## src/hdl/sdmr_pkg.sv

```systemverilog
// Constants for the mode register programming block
package sdmr_pkg;
   localparam int PIN_W = 31;
   localparam int ADDR_W = 14;
   // Mode write cycle time in link clock cycles
   localparam logic [2:0] MODE_WRITE_TCK = 3'h2;
   // Bank select codes
   localparam logic [1:0] SEL_MAIN = 2'h0;
   localparam logic [1:0] SEL_EXT1 = 2'h1;
   localparam logic [1:0] SEL_EXT2 = 2'h2;
   localparam logic [1:0] SEL_EXT3 = 2'h3;
   // Main register fields
   localparam int BL_LSB = 0;
   localparam int ORDER_BIT = 3;
   localparam int RL_LSB = 4;
   localparam int TEST_BIT = 7;
   localparam int DLLRST_BIT = 8;
   localparam int WR_LSB = 9;
   // Extended register 1 fields
   localparam int DLL_DIS_BIT = 0;
   localparam int HALF_BIT = 1;
   localparam int RTT_LO_BIT = 2;
   localparam int PL_LSB = 3;
   localparam int RTT_HI_BIT = 6;
   localparam int CAL_LSB = 7;
   localparam int COMP_DIS_BIT = 10;
   localparam int RSTROBE_BIT = 11;
   // Extended register 2 fields
   localparam int DCC_BIT = 3;
   localparam int HITEMP_BIT = 7;
   // Calibration field codes
   localparam logic [2:0] CAL_EXIT = 3'h0;
   localparam logic [2:0] CAL_DRIVE_HI = 3'h1;
   localparam logic [2:0] CAL_DRIVE_LO = 3'h2;
   localparam logic [2:0] CAL_ADJUST = 3'h4;
   localparam logic [2:0] CAL_DEFAULT = 3'h7;
   // Termination nominal values in ohms
   localparam logic [7:0] RTT_OFF = 8'h00;
   localparam logic [7:0] RTT_75 = 8'h4b;
   localparam logic [7:0] RTT_150 = 8'h96;
   localparam logic [7:0] RTT_50 = 8'h32;
   // Driver strength steps
   localparam logic [3:0] STEP_MAX = 4'hf;
   localparam logic [3:0] STEP_MIN = 4'h0;
   localparam logic [3:0] STEP_DEFAULT = 4'h8;
   localparam logic [2:0] ADJ_BEATS = 3'h4;
   localparam logic [13:0] REG_RESET = 14'h0000;
   typedef enum logic [1:0] {CAL_IDLE, CAL_WAIT_WR, CAL_BEATS} sdmr_cal_t;
endpackage

```

## src/hdl/sdmr_mode_regs.sv

```systemverilog
// Mode and extended mode register programming logic
//
// Operation
// - All strobes and both bank bits low write the main register from A13..A0.
// - Main A2..A0 give the burst length for every column access.
// - Main A3 picks interleaved or sequential order, for bursts 4 and 8.
// - Main A6..A4 hold read latency, command to first data.
// - Main A11..A9 hold write recovery cycles for auto-precharge writes.
// - Bank bit 0 high, bit 1 low with strobes low writes extended register 1.
// - Extended 1 holds DLL, half drive, posted latency, termination, calibration, strobes.
// - DLL turns off on self refresh entry and on again at exit.
// - A11 turns mask into read strobe; A10 floats complement strobes.
// - Bank bit 1 high, bit 0 low with strobes low writes extended register 2.
// - Extended 2 A7 selects fast self refresh above 85 degrees.
// - Calibration field: exit, drive high, drive low, adjust, default.
// - Adjust codes step pull-up and pull-down by one, saturating in 16 steps.
// - Termination bits A6,A2: 01 is 75, 10 is 150, 11 is 50 ohms.
`timescale 1ns/1ps
module sdmr_mode_regs
   import sdmr_pkg::*;
(
   input wire logic clk,
   input wire logic arst_n,
   input wire logic linkClk,
   input wire logic cke,
   input wire logic csN,
   input wire logic rasN,
   input wire logic casN,
   input wire logic weN,
   input wire logic [2:0] bankAddr,
   input wire logic [13:0] addr,
   input wire logic [7:0] dqIn,
   output logic [13:0] mainModeConfig,
   output logic [13:0] extendedModeConfigOne,
   output logic [13:0] extendedModeConfigTwo,
   output logic [13:0] extendedModeConfigThree,
   output logic dllOn,
   output logic inSelfRefresh,
   output logic [7:0] termOhms,
   output logic maskIsReadStrobe,
   output logic strobeCompOn,
   output logic readStrobeCompOn,
   output logic [7:0] dqOut,
   output logic dqOe,
   output logic dqsOut,
   output logic dqsCompOut,
   output logic dqsOe,
   output logic [3:0] pullUpStep,
   output logic [3:0] pullDownStep
);
   logic [PIN_W-1:0] pinSync;
   logic ckS, ckeS, csS, rasS, casS, weS, ckPrev, ckePrev;
   logic [2:0] baS;
   logic [13:0] addrS;
   logic [7:0] dqS;

   sdmr_sync #(.WIDTH(PIN_W)) u_sync (
      .clk(clk),
      .arst_n(arst_n),
      .async({linkClk, cke, csN, rasN, casN, weN, bankAddr, addr, dqIn}),
      .synced(pinSync)
   );
   assign {ckS, ckeS, csS, rasS, casS, weS, baS, addrS, dqS} = pinSync;

   // Command decode at link clock rising edge
   wire linkRise = ckS & ~ckPrev;
   wire modeCmd = linkRise & ckeS & ~csS & ~rasS & ~casS & ~weS;
   wire srEntry = linkRise & ckePrev & ~ckeS & ~csS & ~rasS & ~casS & weS;
   wire srExit = linkRise & inSelfRefresh & ~ckePrev & ckeS;
   wire writeCmd = linkRise & ckeS & ~csS & rasS & ~casS & ~weS;

   // Pending register write
   logic pendBusy;
   logic [1:0] pendSel;
   logic [13:0] pendVal;
   logic [2:0] pendCnt;
   wire applyNow = pendBusy & linkRise & (pendCnt == 3'h1);
   wire [2:0] newCal = pendVal[CAL_LSB +: 3];
   wire ext1Apply = applyNow & (pendSel == SEL_EXT1);

   always_ff @(posedge clk or negedge arst_n) begin
      if (!arst_n) begin
         ckPrev <= 1'b0;
         ckePrev <= 1'b0;
      end else begin
         ckPrev <= ckS;
         if (linkRise) begin
            ckePrev <= ckeS;
         end
      end
   end

   always_ff @(posedge clk or negedge arst_n) begin
      if (!arst_n) begin
         pendBusy <= 1'b0;
         pendSel <= SEL_MAIN;
         pendVal <= REG_RESET;
         pendCnt <= 3'h0;
      end else if (modeCmd) begin
         pendBusy <= 1'b1;
         pendSel <= baS[1:0];
         pendVal <= addrS;
         pendCnt <= MODE_WRITE_TCK;
      end else if (pendBusy & linkRise) begin
         pendCnt <= pendCnt - 3'h1;
         pendBusy <= (pendCnt != 3'h1);
      end
   end

   // Register store, selected by the bank bits
   always_ff @(posedge clk or negedge arst_n) begin
      if (!arst_n) begin
         mainModeConfig <= REG_RESET;
         extendedModeConfigOne <= REG_RESET;
         extendedModeConfigTwo <= REG_RESET;
         extendedModeConfigThree <= REG_RESET;
      end else if (applyNow) begin
         case (pendSel)
            SEL_MAIN: mainModeConfig <= pendVal;
            SEL_EXT1: extendedModeConfigOne <= pendVal;
            SEL_EXT2: extendedModeConfigTwo <= pendVal;
            SEL_EXT3: extendedModeConfigThree <= pendVal;
            default: mainModeConfig <= mainModeConfig;
         endcase
      end
   end

   // Self refresh tracking and DLL state
   always_ff @(posedge clk or negedge arst_n) begin
      if (!arst_n) begin
         inSelfRefresh <= 1'b0;
      end else if (srEntry) begin
         inSelfRefresh <= 1'b1;
      end else if (srExit) begin
         inSelfRefresh <= 1'b0;
      end
   end

   wire dllReq = ~extendedModeConfigOne[DLL_DIS_BIT] & ~inSelfRefresh;

   // Termination and strobe configuration
   wire [1:0] rttSel = {extendedModeConfigOne[RTT_HI_BIT], extendedModeConfigOne[RTT_LO_BIT]};
   wire [7:0] rttDecode = (rttSel == 2'h1) ? RTT_75 :
                          (rttSel == 2'h2) ? RTT_150 :
                          (rttSel == 2'h3) ? RTT_50 : RTT_OFF;
   wire readStrobeEn = extendedModeConfigOne[RSTROBE_BIT];
   wire compDis = extendedModeConfigOne[COMP_DIS_BIT];

   always_ff @(posedge clk or negedge arst_n) begin
      if (!arst_n) begin
         dllOn <= 1'b0;
         termOhms <= RTT_OFF;
         maskIsReadStrobe <= 1'b0;
         strobeCompOn <= 1'b0;
         readStrobeCompOn <= 1'b0;
      end else begin
         dllOn <= dllReq;
         termOhms <= rttDecode;
         maskIsReadStrobe <= readStrobeEn;
         strobeCompOn <= ~compDis;
         readStrobeCompOn <= readStrobeEn & ~compDis;
      end
   end

   // Calibration drive modes
   wire [2:0] calField = extendedModeConfigOne[CAL_LSB +: 3];
   wire driveHi = (calField == CAL_DRIVE_HI);
   wire driveLo = (calField == CAL_DRIVE_LO);

   always_ff @(posedge clk or negedge arst_n) begin
      if (!arst_n) begin
         dqOut <= 8'h00;
         dqOe <= 1'b0;
         dqsOut <= 1'b0;
         dqsCompOut <= 1'b0;
         dqsOe <= 1'b0;
      end else begin
         dqOut <= {8{driveHi}};
         dqOe <= driveHi | driveLo;
         dqsOut <= driveHi;
         dqsCompOut <= driveLo;
         dqsOe <= driveHi | driveLo;
      end
   end

   // Adjust mode: collect four code beats after a write command
   sdmr_cal_t calState;
   logic [2:0] beatCnt;
   logic [3:0] adjCode;
   wire [3:0] next_adjCode = {adjCode[2:0], dqS[0]};
   wire beatLast = (calState == CAL_BEATS) & linkRise & (beatCnt == 3'h1);
   wire codeOk = ~(next_adjCode[3] & next_adjCode[2]) & ~(next_adjCode[1] & next_adjCode[0]);
   wire upInc = beatLast & codeOk & next_adjCode[0];
   wire upDec = beatLast & codeOk & next_adjCode[1];
   wire dnInc = beatLast & codeOk & next_adjCode[2];
   wire dnDec = beatLast & codeOk & next_adjCode[3];
   wire calDefault = ext1Apply & (newCal == CAL_DEFAULT);

   always_ff @(posedge clk or negedge arst_n) begin
      if (!arst_n) begin
         calState <= CAL_IDLE;
         beatCnt <= 3'h0;
         adjCode <= 4'h0;
      end else begin
         case (calState)
            CAL_IDLE: begin
               if (calField == CAL_ADJUST) begin
                  calState <= CAL_WAIT_WR;
               end
            end
            CAL_WAIT_WR: begin
               if (calField != CAL_ADJUST) begin
                  calState <= CAL_IDLE;
               end else if (writeCmd) begin
                  calState <= CAL_BEATS;
                  beatCnt <= ADJ_BEATS;
               end
            end
            CAL_BEATS: begin
               if (linkRise) begin
                  adjCode <= next_adjCode;
                  beatCnt <= beatCnt - 3'h1;
                  if (beatCnt == 3'h1) begin
                     calState <= CAL_WAIT_WR;
                  end
               end
            end
            default: calState <= CAL_IDLE;
         endcase
      end
   end

   // Saturating driver strength steps
   always_ff @(posedge clk or negedge arst_n) begin
      if (!arst_n) begin
         pullUpStep <= STEP_DEFAULT;
         pullDownStep <= STEP_DEFAULT;
      end else if (calDefault) begin
         pullUpStep <= STEP_DEFAULT;
         pullDownStep <= STEP_DEFAULT;
      end else begin
         if (upInc && pullUpStep != STEP_MAX) begin
            pullUpStep <= pullUpStep + 4'h1;
         end else if (upDec && pullUpStep != STEP_MIN) begin
            pullUpStep <= pullUpStep - 4'h1;
         end
         if (dnInc && pullDownStep != STEP_MAX) begin
            pullDownStep <= pullDownStep + 4'h1;
         end else if (dnDec && pullDownStep != STEP_MIN) begin
            pullDownStep <= pullDownStep - 4'h1;
         end
      end
   end
endmodule

```

## src/hdl/sdmr_sync.sv

```systemverilog
// Two flip-flop synchroniser for a group of pin inputs
`timescale 1ns/1ps
module sdmr_sync #(
   parameter int WIDTH = 1
) (
   input wire logic clk,
   input wire logic arst_n,
   input wire logic [WIDTH-1:0] async,
   output logic [WIDTH-1:0] synced
);
   logic [WIDTH-1:0] stage;
   always_ff @(posedge clk or negedge arst_n) begin
      if (!arst_n) begin
         stage <= '0;
         synced <= '0;
      end else begin
         stage <= async;
         synced <= stage;
      end
   end
endmodule

```

## config.mk

```make
export PLATFORM = sky130hd
export DESIGN_NAME = sdmr_mode_regs
export DESIGN_NICKNAME = d
export VERILOG_FILES = /design/src/hdl/sdmr_pkg.sv /design/src/hdl/sdmr_mode_regs.sv /design/src/hdl/sdmr_sync.sv
export SDC_FILE = /design/constraint.sdc
export NUM_CORES = 1
export LEC_CHECK = 0
export ABC_AREA = 1
export BUFFER_PORTS_ARGS = -buffer_cell sky130_fd_sc_hd__buf_2
export CAP_MARGIN = 10
export CORE_MARGIN = 2
export CORE_UTILIZATION = 55
export CTS_BUF_LIST = sky130_fd_sc_hd__clkbuf_16
export CTS_CLUSTER_DIAMETER = 120
export DETAILED_ROUTE_END_ITERATION = 12
export GPL_TIMING_DRIVEN = 0
export PLACE_DENSITY = 0.8
export SLEW_MARGIN = 20
export SYNTH_ARGS = -nofsm -noshare
export SYNTH_HDL_FRONTEND = slang
export SYNTH_SLANG_ARGS = --single-unit
export TNS_END_PERCENT = 10
```

## constraint.sdc

```tcl
create_clock -name clk -period 2.15 [get_ports clk]
set_input_delay 0.43 -clock clk [delete_from_list [all_inputs] [get_ports clk]]
set_output_delay 0.43 -clock clk [all_outputs]
set_load 0.03 [all_outputs]
```

=== Yosys cells after proc, flatten, opt, wreduce, memory -nomap -nowiden ===
Index checks and enable logic that the tools add are counted.

* Bits in registers: 173
* Input bits: 33
* Output and inout bits: 89
* Logic and storage cells: 149

* Add/sub/neg operators: 6
* Equality and inequality tests: 24
* Muxes and demuxes: 25
* Bitwise operators: 47
* Reductions and logical operators: 20

{| class="wikitable"
|+ Operators by type and width
! kind !! count
|-
| 1-bit AND || 34
|-
| 4-bit two-way mux || 6
|-
| 8-bit two-way mux || 2
|-
| 3-bit two-way mux || 5
|-
| 1-bit NOT || 12
|-
| 2-bit equality test (second input constant) || 5
|-
| 2-bit two-way mux || 5
|-
| 2-bit AND reduction || 5
|-
| 3-bit by 1-bit equality test with 1-bit output (second input constant) || 3
|-
| 4-bit by 1-bit adder with 4-bit output (second input constant) || 2
|-
| 2-bit != test (second input constant) || 4
|-
| 4-bit != test (second input constant) || 2
|-
| 4-bit AND reduction || 2
|-
| 4-bit nonzero test || 2
|-
| 4-bit by 1-bit subtractor with 4-bit output (second input constant) || 2
|-
| 2-bit by 1-bit equality test with 1-bit output (second input constant) || 3
|-
| 3-bit equality test (second input constant) || 2
|-
| 6-bit two-way mux || 1
|-
| 3-bit != test (second input constant) || 2
|-
| 2-bit case mux with 3 select lines || 1
|-
| 3-bit case mux with 2 select lines || 1
|-
| 2-bit nonzero test || 3
|-
| 3-bit nonzero test || 2
|-
| 3-bit by 1-bit subtractor with 3-bit output (second input constant) || 2
|-
| 7 further kinds || 14
|}

=== Logic depth before layout (Yosys ltp) ===
Gate-level depths: netlist of the first run.

* Depth in word-level cells: 10
* Mapped depth: 14

=== By module ===
Synthesis of the first run repeated with hierarchy kept, for this count alone.

* Cell total of the unflattened synthesis: 552
* Area total of the unflattened synthesis: 6242.2 sq um

{| class="wikitable"
|+ Modules (own cells, without submodules)
! module !! times used !! cells each !! area an instance (sq um)
|-
| sdmr_mode_regs || 1 || 490 || 4690.7
|-
| sdmr_sync || 1 || 62 || 1551.5
|}

=== Worst setup path after synthesis of the first run ===
No wires, ideal clock.

* Kind: register to register
* Start: register beatCnt[1]
* End: register pullDownStep[3]
* Setup time: 0.082 ns
* Arrival time: 1.768 ns
* Setup slack: 0.299 ns
* Cell stages (with the launch flop): 14
* Path buffers: 0
* Period minus slack after synthesis: 1.851 ns
* Cell sequence: dfrtp_1 inv_1 ha_1 nand2_1 nor2_8 nand3_4 ha_1 nand3_1 nand3_1 nand2_1 nand2_1 nand2_1 nand2_1 nand3_1

* Cells in the longest elaborated chain, start to end: 7

{| class="wikitable"
|+ Ends and longest elaborated chain
! item !! RTL line !! text
|-
| from (decl) || sdmr_mode_regs.sv:188 || <nowiki>logic [2:0] beatCnt;</nowiki>
|-
| from (signal assigned) || sdmr_mode_regs.sv:222 || <nowiki>beatCnt <= beatCnt - 3'h1;</nowiki>
|-
| 3-bit by 1-bit equality test with 1-bit output (*) || sdmr_mode_regs.sv:191 || <nowiki>wire beatLast = (calState == CAL_BEATS) & linkRise & (beatCnt == 3'h1);</nowiki>
|-
| 1-bit AND (*) || sdmr_mode_regs.sv:191 ||
|-
| 1-bit AND (*) || sdmr_mode_regs.sv:195, sdmr_mode_regs.sv:196 ||
|-
| 1-bit AND || sdmr_mode_regs.sv:195 || <nowiki>wire dnInc = beatLast & codeOk & next_adjCode[2];</nowiki>
|-
| 1-bit logical AND || sdmr_mode_regs.sv:247 || <nowiki>if (dnInc && pullDownStep != STEP_MAX) begin</nowiki>
|-
| 4-bit two-way mux || sdmr_mode_regs.sv:247 ||
|-
| 4-bit two-way mux || sdmr_mode_regs.sv:238 || <nowiki>end else if (calDefault) begin</nowiki>
|-
| to (signal assigned) || sdmr_mode_regs.sv:248 || <nowiki>pullDownStep <= pullDownStep + 4'h1;</nowiki>
|-
| to (signal assigned) || sdmr_mode_regs.sv:250 || <nowiki>pullDownStep <= pullDownStep - 4'h1;</nowiki>
|-
| to (decl) || sdmr_mode_regs.sv:49 || <nowiki>output logic [3:0] pullDownStep</nowiki>
|}

Every way passes the cells marked *; elsewhere a longest branch is shown, timed or not.
A chain may end at the register's enable or synchronous reset.

=== Final worst setup path of the first run ===
* Start: register calState[0]
* End: register pullDownStep[3]

* Cells in the longest elaborated chain, start to end: 8

{| class="wikitable"
|+ Ends and longest elaborated chain
! item !! RTL line !! text
|-
| from (decl) || sdmr_mode_regs.sv:187 || <nowiki>sdmr_cal_t calState;</nowiki>
|-
| from (signal assigned) || sdmr_mode_regs.sv:201 || <nowiki>calState <= CAL_IDLE;</nowiki>
|-
| from (signal assigned) || sdmr_mode_regs.sv:208 || <nowiki>calState <= CAL_WAIT_WR;</nowiki>
|-
| from (signal assigned) || sdmr_mode_regs.sv:213 || <nowiki>calState <= CAL_IDLE;</nowiki>
|-
| 2-bit equality test (*) || sdmr_mode_regs.sv:191 ||
|-
| 1-bit AND (*) (2 in a row) || sdmr_mode_regs.sv:191 ||
|-
| 1-bit AND (*) || sdmr_mode_regs.sv:195, sdmr_mode_regs.sv:196 ||
|-
| 1-bit AND || sdmr_mode_regs.sv:195 ||
|-
| 1-bit logical AND || sdmr_mode_regs.sv:247 ||
|-
| 4-bit two-way mux || sdmr_mode_regs.sv:247 ||
|-
| 4-bit two-way mux || sdmr_mode_regs.sv:238 ||
|}

Marks and branches as above.

==> metrics.txt, run 1 <==
P_sw=1.947 mW; Synth Area per Inst=11.22 um^2; WP data arrival=2.38 ns; Synth top cells by count=dfrtp_1 (151), nand2_1 (118), inv_1 (59); Clock power frac=41.0%; min Tclk post-route=2.052 ns; num ports=122; asr flop ratio synth=100.0%; Synth Warn #=0; Final Cycle Share=95.44%; register bit total from synthesis=153; post-route setup slack=0.09794 ns; most used cell, CP=nand2_1; Slew Limit Fails=0; root buffer cell=clkbuf_16; largest net degree at the start of global routing=105; final design instance area without fill=7492 um^2; Critical Path Fanout Max=9; Critical Path RT=2.48 ns; register area share after synthesis=62.90%; unrepaired setup endpoints after global routing=no; CTS Buf Count=17; Post-Synthesis Cells=543; Core Region=10840 um^2; Worst VDD drop=0.5204 mV; diode count=0; wire per inst=15.04 um; Buf+Inv Stages, Crit Path=1; Buffers on Ports=113; Filler cells=755; Placed Cells incl. Taps=797; GRT met3 Usage=6.037%; Comb pwr share=12.2%; Pwr Density=922.1 nW/um^2; total nets after synthesis=586; startpoint types=register; vias in the first global route=4131; Slew Limit Headroom=66.45%; final hold violation count=0; worst slack at placement=0.03611 ns; initial antenna violation count=0; Clock Skew=0.006969 ns; worst hold slack=0.1203 ns; Synth cell types=33; kind of critical path=reg -> reg; GPL Wtd Cong=0.7951; CP Capture Type=register; slowest CP cell=dfrtp_1; total gr overflow=0; share of cells above drive strength 1=36.71%; crit path cell chain=nor2_2 > nand2_4 > nor2_8 > nand3_4 > ha_1 > nand3_1 > nand3_1 > nand2_1 > nand2_1 > inv_1 > nand2_1 > nand2_1 > nand3_1; hpwl dp=8424 um; min-delay worst type=in -> reg; Total Negative Setup Slacks=0 ns; Worst-Margin Slew=0.5033 ns; clock latency on the worst-skew pair=0.41 ns; starting DRC count in detailed routing=256; final wirelength=12510 um; dpl cell area=6869 um^2; Area contributors post-synth=dfrtp_1 (62%), nand2_1 (7.3%), inv_1 (3.6%); CTS H-Tree Depth=4; Sequential Power Share=46.8%; First-pass DRT Iterations=5; Leak=3.936 nW; Non-Filler Instances=832; gr busiest metal=met2; GR Layer Usage met1=26.79%; GRT Total Usage=21.80%; DR vias=4287; Util after Layout=69.11%; Yosys top cell area share=62.04%; vias per cell=5.153; CTS max path bufs=2; final setup fails=0; reg2reg setup slack=0.1 ns; Most used DFF post-synth=dfrtp_1; power consumption=6.908 mW; Post-synth EDFFs=0; die width=109.2 um; post-route ant nets=0; cell with the most instances after synthesis=dfrtp_1; Worst-path clk slew=0.06 ns; Synth area leader=dfrtp_1; netlist area before placement=6091 um^2; Internal Power=4.961 mW; f_max=487.3 MHz; DRC viols=0; switching fraction of total power=28.18%; CP delay by family, top=simple AND/OR/NAND/NOR gates; first-pass GRT wire length=19650 um; fin nets=722; Die Height=109.2 um; Core Rows=38; Clock Sinks=153; maxcap violations=0; Syn-to-layout area delta=23.01%; CTS tree=yes; critical path's largest stage delay=0.42 ns; run status=completed; die area=11930 um^2; routing usage on met2=36.60%; Initial Util=56.19%
-- registers in the layout (all words and copies together), names as in the netlist, 2 cells and up --
signal	count
adjCode	3
mainModeConfig	14
calState	2
beatCnt	3
pullUpStep	4
termOhms	5
extendedModeConfigTwo	14
u_sync.synced	23
u_sync.stage	23
extendedModeConfigOne	14
pendCnt	3
extendedModeConfigThree	14
pendSel	2
pullDownStep	4
pendVal	14
-- cells in the final DEF, fill, tap and decap left out, types with 3 or more instances in the layout --
cell / Yosys / layout
o21ai_1: 35 / 35
nand3_1: 16 / 16
nor2_1: 21 / 21
clkbuf_16: 0 / 17
nor3_1: 3 / 3
o21ai_2: 23 / 23
inv_1: 59 / 59
buf_6: 10 / 10
nand2_1: 118 / 117
nand4_1: 8 / 8
o21ai_0: 9 / 9
dfrtp_1: 151 / 150
nand3_4: 7 / 7
clkinv_4: 0 / 4
buf_2: 2 / 114
nand2_4: 3 / 3
xnor2_1: 3 / 3
inv_8: 0 / 3
buf_4: 12 / 14
inv_2: 3 / 3
nand3_2: 4 / 4
nor2_2: 12 / 12
a21oi_2: 16 / 16
ha_1: 8 / 6
nand2_2: 3 / 4
-- kinds of logic (layout without fill, tap and decap cells) --
group | count (synthesis) | after routing | share of synthesized area, %
buffers and inverters | 87 | 236 | 7.375
xor gates and xnor gates | 3 | 3 | 0.4315
AOI/OAI and AO/OA | 87 | 87 | 9.655
DFF | 153 | 153 | 62.90
adders and majority gates | 10 | 10 | 2.301
and+or+nand+nor | 203 | 203 | 17.34
-- layer usage --
layer / wire, um / up-vias
met3: 691 / 20
met1: 5196 / 2110
li1: - / 2016
met5: 0 / -
met4: 246 / 0
met2: 6379 / 141
-- worst register-to-register path, delay by kind of cell (launching register included) --
kind	cells	cell delay [ns]
DFF	1	0.42
buffers and inverters	1	0.06
adders and majority gates	1	0.31
and+or+nand+nor	11	1.17
-- repair_timing --
item                                    CTS  global route
gates resized for setup                   0             4
hold buffers                              1             0
endpoints found under the hold margin    49             0
buffers inserted                          0             2
endpoints found under the setup margin    0             2
-- final cells by class --
cell class                      count  area [um^2]  area share (%)
Buffer                             25        216.5           2.889
Clock buffer                       17        425.4           5.678
Clock inverter                     15        143.9           1.921
Inverter                           62        232.7           3.106
Multi-Input combinational cell    303         1838           24.53
Sequential cell                   153         3832           51.15
Tap cell                          140        175.2           2.338
Timing Repair Buffer              117        628.1           8.383
-- worst paths after layout --
path / startpoint / end / depth (start not counted)
worst max-delay path: calState[0] / pullDownStep[3] / 13
worst min-delay path: dqIn[0] / u_sync.stage[0] / 1
worst max register to register: calState[0] / pullDownStep[3] / 13
worst min register to register: u_sync.stage[26] / u_sync.synced[26] / 0
max in group asynchronous: arst_n / u_sync.synced[30] / 3
min in group asynchronous: arst_n / u_sync.stage[20] / 2
-- power groups by stage --
stage	combinational (mW)	clock, mW	sequential [mW]
floorplan	0.415	0	3.39
CTS	0.845	2.88	3.23
detailed placement	0.829	0	3.28
global route	0.916	3.01	3.25
global placement	0.773	0	3.26
finish	0.840	2.83	3.23
No activity file was read; power rests on OpenSTA's default activity.
==> run 2: changes to the inputs <==
- RECOVER_POWER: unset -> 50
- REMOVE_ABC_BUFFERS: unset -> 1
==> metrics.txt, run 2 (synthesized netlist as in run 1, its figures left out) <==
Worst-path clk slew=0.06 ns (about the same); largest registers=u_sync.stage: 23 flops, u_sync.synced: 23 flops; post-route setup slack=0.1270 ns (+0.02904 ns); root buffer cell=clkbuf_16; vias per cell=5.016 (-2.6%); GRT Total Usage=19.93% (-1.9 points); total gr overflow=0 (unchanged); detailed route wirelength on metal2=5576 um (-13%); final design instance area without fill=7193 um^2 (-4.0%); min-delay worst type=in -> reg; initial antenna violation count=0 (unchanged); Critical Path RT=2.50 ns (+0.02 ns); commonest cells after routing, fill and taps aside=dfrtp_1 (150), nand2_1 (117), inv_1 (61); Clock Sinks=153 (unchanged); num ports=122 (unchanged); starting DRC count in detailed routing=215 (-16%); critical path's largest stage delay=0.44 ns (+0.02 ns); power consumption=6.786 mW (-1.8%); Pwr Density=943.4 nW/um^2 (+2.3%); post-route ant nets=0 (unchanged); DRC viols=0 (unchanged); CTS tree=yes; startpoint types=register; final wirelength=11080 um (-11%); share of cells above drive strength 1=26.28% (-10 points); kind of critical path=reg -> reg; Util after Layout=66.36% (-2.8 points); Final Cycle Share=94.09% (-1.4 points); slowest CP cell=dfrtp_1; First-pass DRT Iterations=4 (-1); CP delay by family, top=simple AND/OR/NAND/NOR gates; largest net degree at the start of global routing=92 (-12%); CTS max path bufs=2 (unchanged); Slew Limit Headroom=47.63% (-19 points); Critical Path Fanout Max=9 (unchanged); fin nets=698 (-3.3%); dpl cell area=6653 um^2 (-3.2%); CP Capture Type=register; final setup fails=0 (unchanged); worst slack at placement=0.08807 ns (+0.05196 ns); DR top layer=met4; DR vias=4043 (-5.7%); unrepaired setup endpoints after global routing=no; run status=completed; CTS Buf Count=17 (unchanged); Worst VDD drop=0.4037 mV (-22%); wire per inst=13.75 um (-8.6%); metal3 WL=556 um (-20%); die width=109.2 um (unchanged); crit path cell chain=nor2_4 > nand2_4 > nor2_8 > nand3_4 > buf_4 > inv_1 > fa_1 > inv_1 > nand2_1 > inv_1 > nand2_1 > nand2_1; Die Height=109.2 um (unchanged); Buf+Inv Stages, Crit Path=4 (+3); GPL Wtd Cong=0.7671 (-3.5%); maxcap violations=0 (unchanged); vias in the first global route=3840 (-7.0%); clock latency on the worst-skew pair=0.41 ns (about the same); Worst-Margin Slew=0.7856 ns (+0.2823 ns); Slew Limit Fails=0 (unchanged); Syn-to-layout area delta=18.10%; Clock Skew=0.008004 ns (+0.001035 ns); Initial Util=56.19% (unchanged); first-pass GRT wire length=17970 um (-8.6%); Leak=3.577 nW (-9.1%); Core Region=10840 um^2 (unchanged); hpwl dp=7299 um (-13%); Core Rows=38 (unchanged); worst hold slack=0.1189 ns (-0.001396 ns); commonest non-fill, non-tap cell in the layout=dfrtp_1; die area=11930 um^2 (unchanged); CTS H-Tree Depth=4 (unchanged); diode count=0 (unchanged); f_max=494.3 MHz (+1.4%); Buffers on Ports=113 (unchanged); WP data arrival=2.37 ns (about the same); DRT met1 WL=4763 um (-8.3%); min Tclk post-route=2.023 ns (-0.02903 ns); final hold violation count=0 (unchanged)
[run 2: worst paths after layout]
path,to,start,slack [ns],cells past startpoint
max in group asynchronous,extendedModeConfigOne[7],arst_n,0.50,3
worst min-delay path,u_sync.stage[21],addr[13],0.12,1
worst min register to register,u_sync.synced[14],u_sync.stage[14],0.35,0
worst max-delay path,pullDownStep[1],calState[0],0.13,12
worst max register to register,pullDownStep[1],calState[0],0.13,12
min in group asynchronous,u_sync.stage[20],arst_n,0.52,2
[run 2: cell type report]
class,count,area [um^2]
flip-flops and latches,153,3832
fillers,813,3647
multi-input cells,303,1843
repair buffers,118,553.0
clock buffers,17,425.4
inverters,62,232.7
well taps,140,175.2
clock inverters,13,131.4
[run 2: what timing repair did]
item                       in CTS  in global routing
hold buffers                    1                  0
buffers inserted                0                  3
hold endpoints to repair       61                  0
setup endpoints to repair       0                  2
gates resized for setup         0                  5
[run 2: power breakdown]
part | internal [mW] | leakage (nW) | switching, mW
sequential | 3.10 | 1.98 | 0.132
combinational | 0.213 | 1.33 | 0.545
clock | 1.69 | 0.270 | 1.11
total | 5.00 | 3.58 | 1.78
[run 2: per-layer routing]
layer,up-vias,GRT usage (%)
met5,-,0
met4,0,7.414
met3,14,5.678
met2,110,32.65
met1,1961,25.37
li1,1958,-
[run 2: through the flow]
stage	cells	setup TNS (ns)
finish	806	0
global route	806	0
CTS	803	0
detailed placement	772	0
global placement	771	-205.36
floorplan	518	-1.580
==> run 3: changes to the inputs <==
- clock period: 2.15 -> 1.9 ns (I/O delays scaled with it)
==> metrics.txt, run 3 (synthesized netlist as in run 1, its figures left out) <==
crit path cell chain=nand2_1 > nor2_2 > nor2_2 > nand3_4 > inv_1 > fa_2 > inv_1 > nand2_1 > inv_1 > nand2_1 > nand2_1; Slew Limit Headroom=44.37% (-3.3 points); DR vias=4168 (+3.1%); unrepaired setup endpoints after global routing=yes; vias per cell=5.095 (+1.6%); final hold violation count=0 (unchanged); maxcap violations=0 (unchanged); final wirelength=11660 um (+5.2%); CTS H-Tree Depth=4 (unchanged); CP delay by family, top=flip-flops; share of cells above drive strength 1=39.53% (+13 points); Clock Skew=0.008200 ns (+0.0001951 ns); Clock power frac=40.9% (-0.2 points); num ports=122 (unchanged); power consumption=7.719 mW (+14%); WP data arrival=2.19 ns (-0.18 ns); DRC viols=0 (unchanged); Critical Path Fanout Max=6 (-3); Pwr Density=1033 nW/um^2 (+9.5%); first-pass GRT wire length=18310 um (+1.9%); final setup fails=0 (unchanged); CTS max path bufs=2 (unchanged); min-delay worst type=in -> reg; First-pass DRT Iterations=5 (+1); Internal Power=5.694 mW (+14%); multi-input combinational cell area=1958 um^2 (+6.2%); startpoint types=register; CTS Buf Count=17 (unchanged); largest net degree at the start of global routing=92 (unchanged); switching fraction of total power=26.24% (-0.028 points); commonest non-fill, non-tap cell in the layout=dfrtp_1; diode count=0 (unchanged); Initial Util=56.19% (unchanged); register area=3835 um^2 (about the same); Buf+Inv Stages, Crit Path=3 (-1); min Tclk post-route=1.895 ns (-0.1283 ns); CP Capture Type=register; Critical Path RT=2.20 ns (-0.30 ns); post-route ant nets=0 (unchanged); Core Region=10840 um^2 (unchanged); Worst-Margin Slew=0.8344 ns (+0.04882 ns); commonest cells after routing, fill and taps aside=dfrtp_1 (148), buf_2 (111), nand2_1 (110); Buffers on Ports=113 (unchanged); initial antenna violation count=0 (unchanged); die area=11930 um^2 (unchanged); Util after Layout=68.95% (+2.6 points); GPL Wtd Cong=0.7671 (unchanged); starting DRC count in detailed routing=229 (+6.5%); Sequential Power Share=47.5% (-0.2 points); most used cell, CP=nand2_1; hpwl dp=7299 um (unchanged); wire per inst=14.26 um (+3.7%); reg2reg setup slack=0.005 ns (-0.12 ns); vias in the first global route=3898 (+1.5%); die width=109.2 um (unchanged); Slew Limit Fails=0 (unchanged); root buffer cell=clkbuf_16; largest registers=u_sync.stage: 23 flops, u_sync.synced: 23 flops; CTS tree=yes; fin nets=710 (+1.7%); Leak=3.871 nW (+8.2%); P_sw=2.025 mW (+14%); Comb pwr share=11.7% (+0.5 points); critical path's largest stage delay=0.59 ns (+0.15 ns); GRT Total Usage=20.30% (+0.38 points); clock latency on the worst-skew pair=0.41 ns (about the same); Worst VDD drop=0.4680 mV (+16%); final design instance area without fill=7475 um^2 (+3.9%); Die Height=109.2 um (unchanged); slowest CP cell=dfstp_2; Core Rows=38 (unchanged); kind of critical path=reg -> reg; Worst-path clk slew=0.06 ns (about the same); Filler cells=760 (-6.5%); Final Cycle Share=99.72% (+5.6 points); dpl cell area=6653 um^2 (unchanged); Clock Sinks=153 (unchanged); run status=completed; f_max=527.8 MHz (+6.8%); total gr overflow=0 (unchanged); Syn-to-layout area delta=22.72%
==> run 3: cell types whose count changed in the layout (fill, tap and decap cells not counted), sizes merged <==
cell | before | now
buf | 64 | 126
clkbuf | 70 | 20
==> run 3: final timing paths <==
path                                        from                 to  cells past startpoint
worst max-delay path             pullDownStep[3]    pullDownStep[1]                     11
worst min-delay path                    addr[13]   u_sync.stage[21]                      1
worst max register to register   pullDownStep[3]    pullDownStep[1]                     11
worst min register to register  u_sync.stage[14]  u_sync.synced[14]                      0
max in group asynchronous                 arst_n      pullUpStep[3]                      3
min in group asynchronous                 arst_n  u_sync.synced[12]                      2
==> run 3: stage by stage <==
stage          setup slack [ns]  TNS (ns)  std cells  hold WS (ns)
6_report               0.005285         0        818       0.07096
5_1_grt                 -0.1010   -0.4374        818       0.04971
4_1_cts                -0.03104  -0.05931        807       0.05751
2_1_floorplan           -0.3755    -3.380        518       0.08441
3_5_place_dp            -0.1619   -0.4704        772        0.3356
3_3_place_gp             -1.562   -236.06        771        0.3315
==> run 3: layer usage <==
metal	global-route usage, %	share of wire [%]	vias to the layer above
met3	5.678	5.3	18
met5	0	0	-
met2	33.27	51	133
met4	7.595	1.8	0
met1	25.90	42	2034
li1	-	-	1983
==> run 3: repair_timing <==
item,CTS,global route
resized for setup,7,33
pin swaps,3,12
endpoints found under the hold margin,61,0
endpoints found under the setup margin,6,14
hold buffers,1,0
buffers inserted,4,11
==> run 3: final cells by class <==
cell class | count | share of cell area (%)
flip-flops and latches | 153 | 51.31
multi-input cells | 303 | 26.20
repair buffers | 130 | 9.592
clock buffers | 17 | 5.691
inverters | 62 | 3.113
well taps | 140 | 2.343
clock inverters | 13 | 1.758
==> run 3: power groups by stage <==
stage / clock (mW) / sequential (mW) / combinational, mW
after floorplan: 0 / 3.86 / 0.439
final: 3.15 / 3.66 / 0.901
after detailed placement: 0 / 3.71 / 0.882
after global placement: 0 / 3.70 / 0.836
after global routing: 3.36 / 3.69 / 1.01
after CTS: 3.21 / 3.66 / 0.889
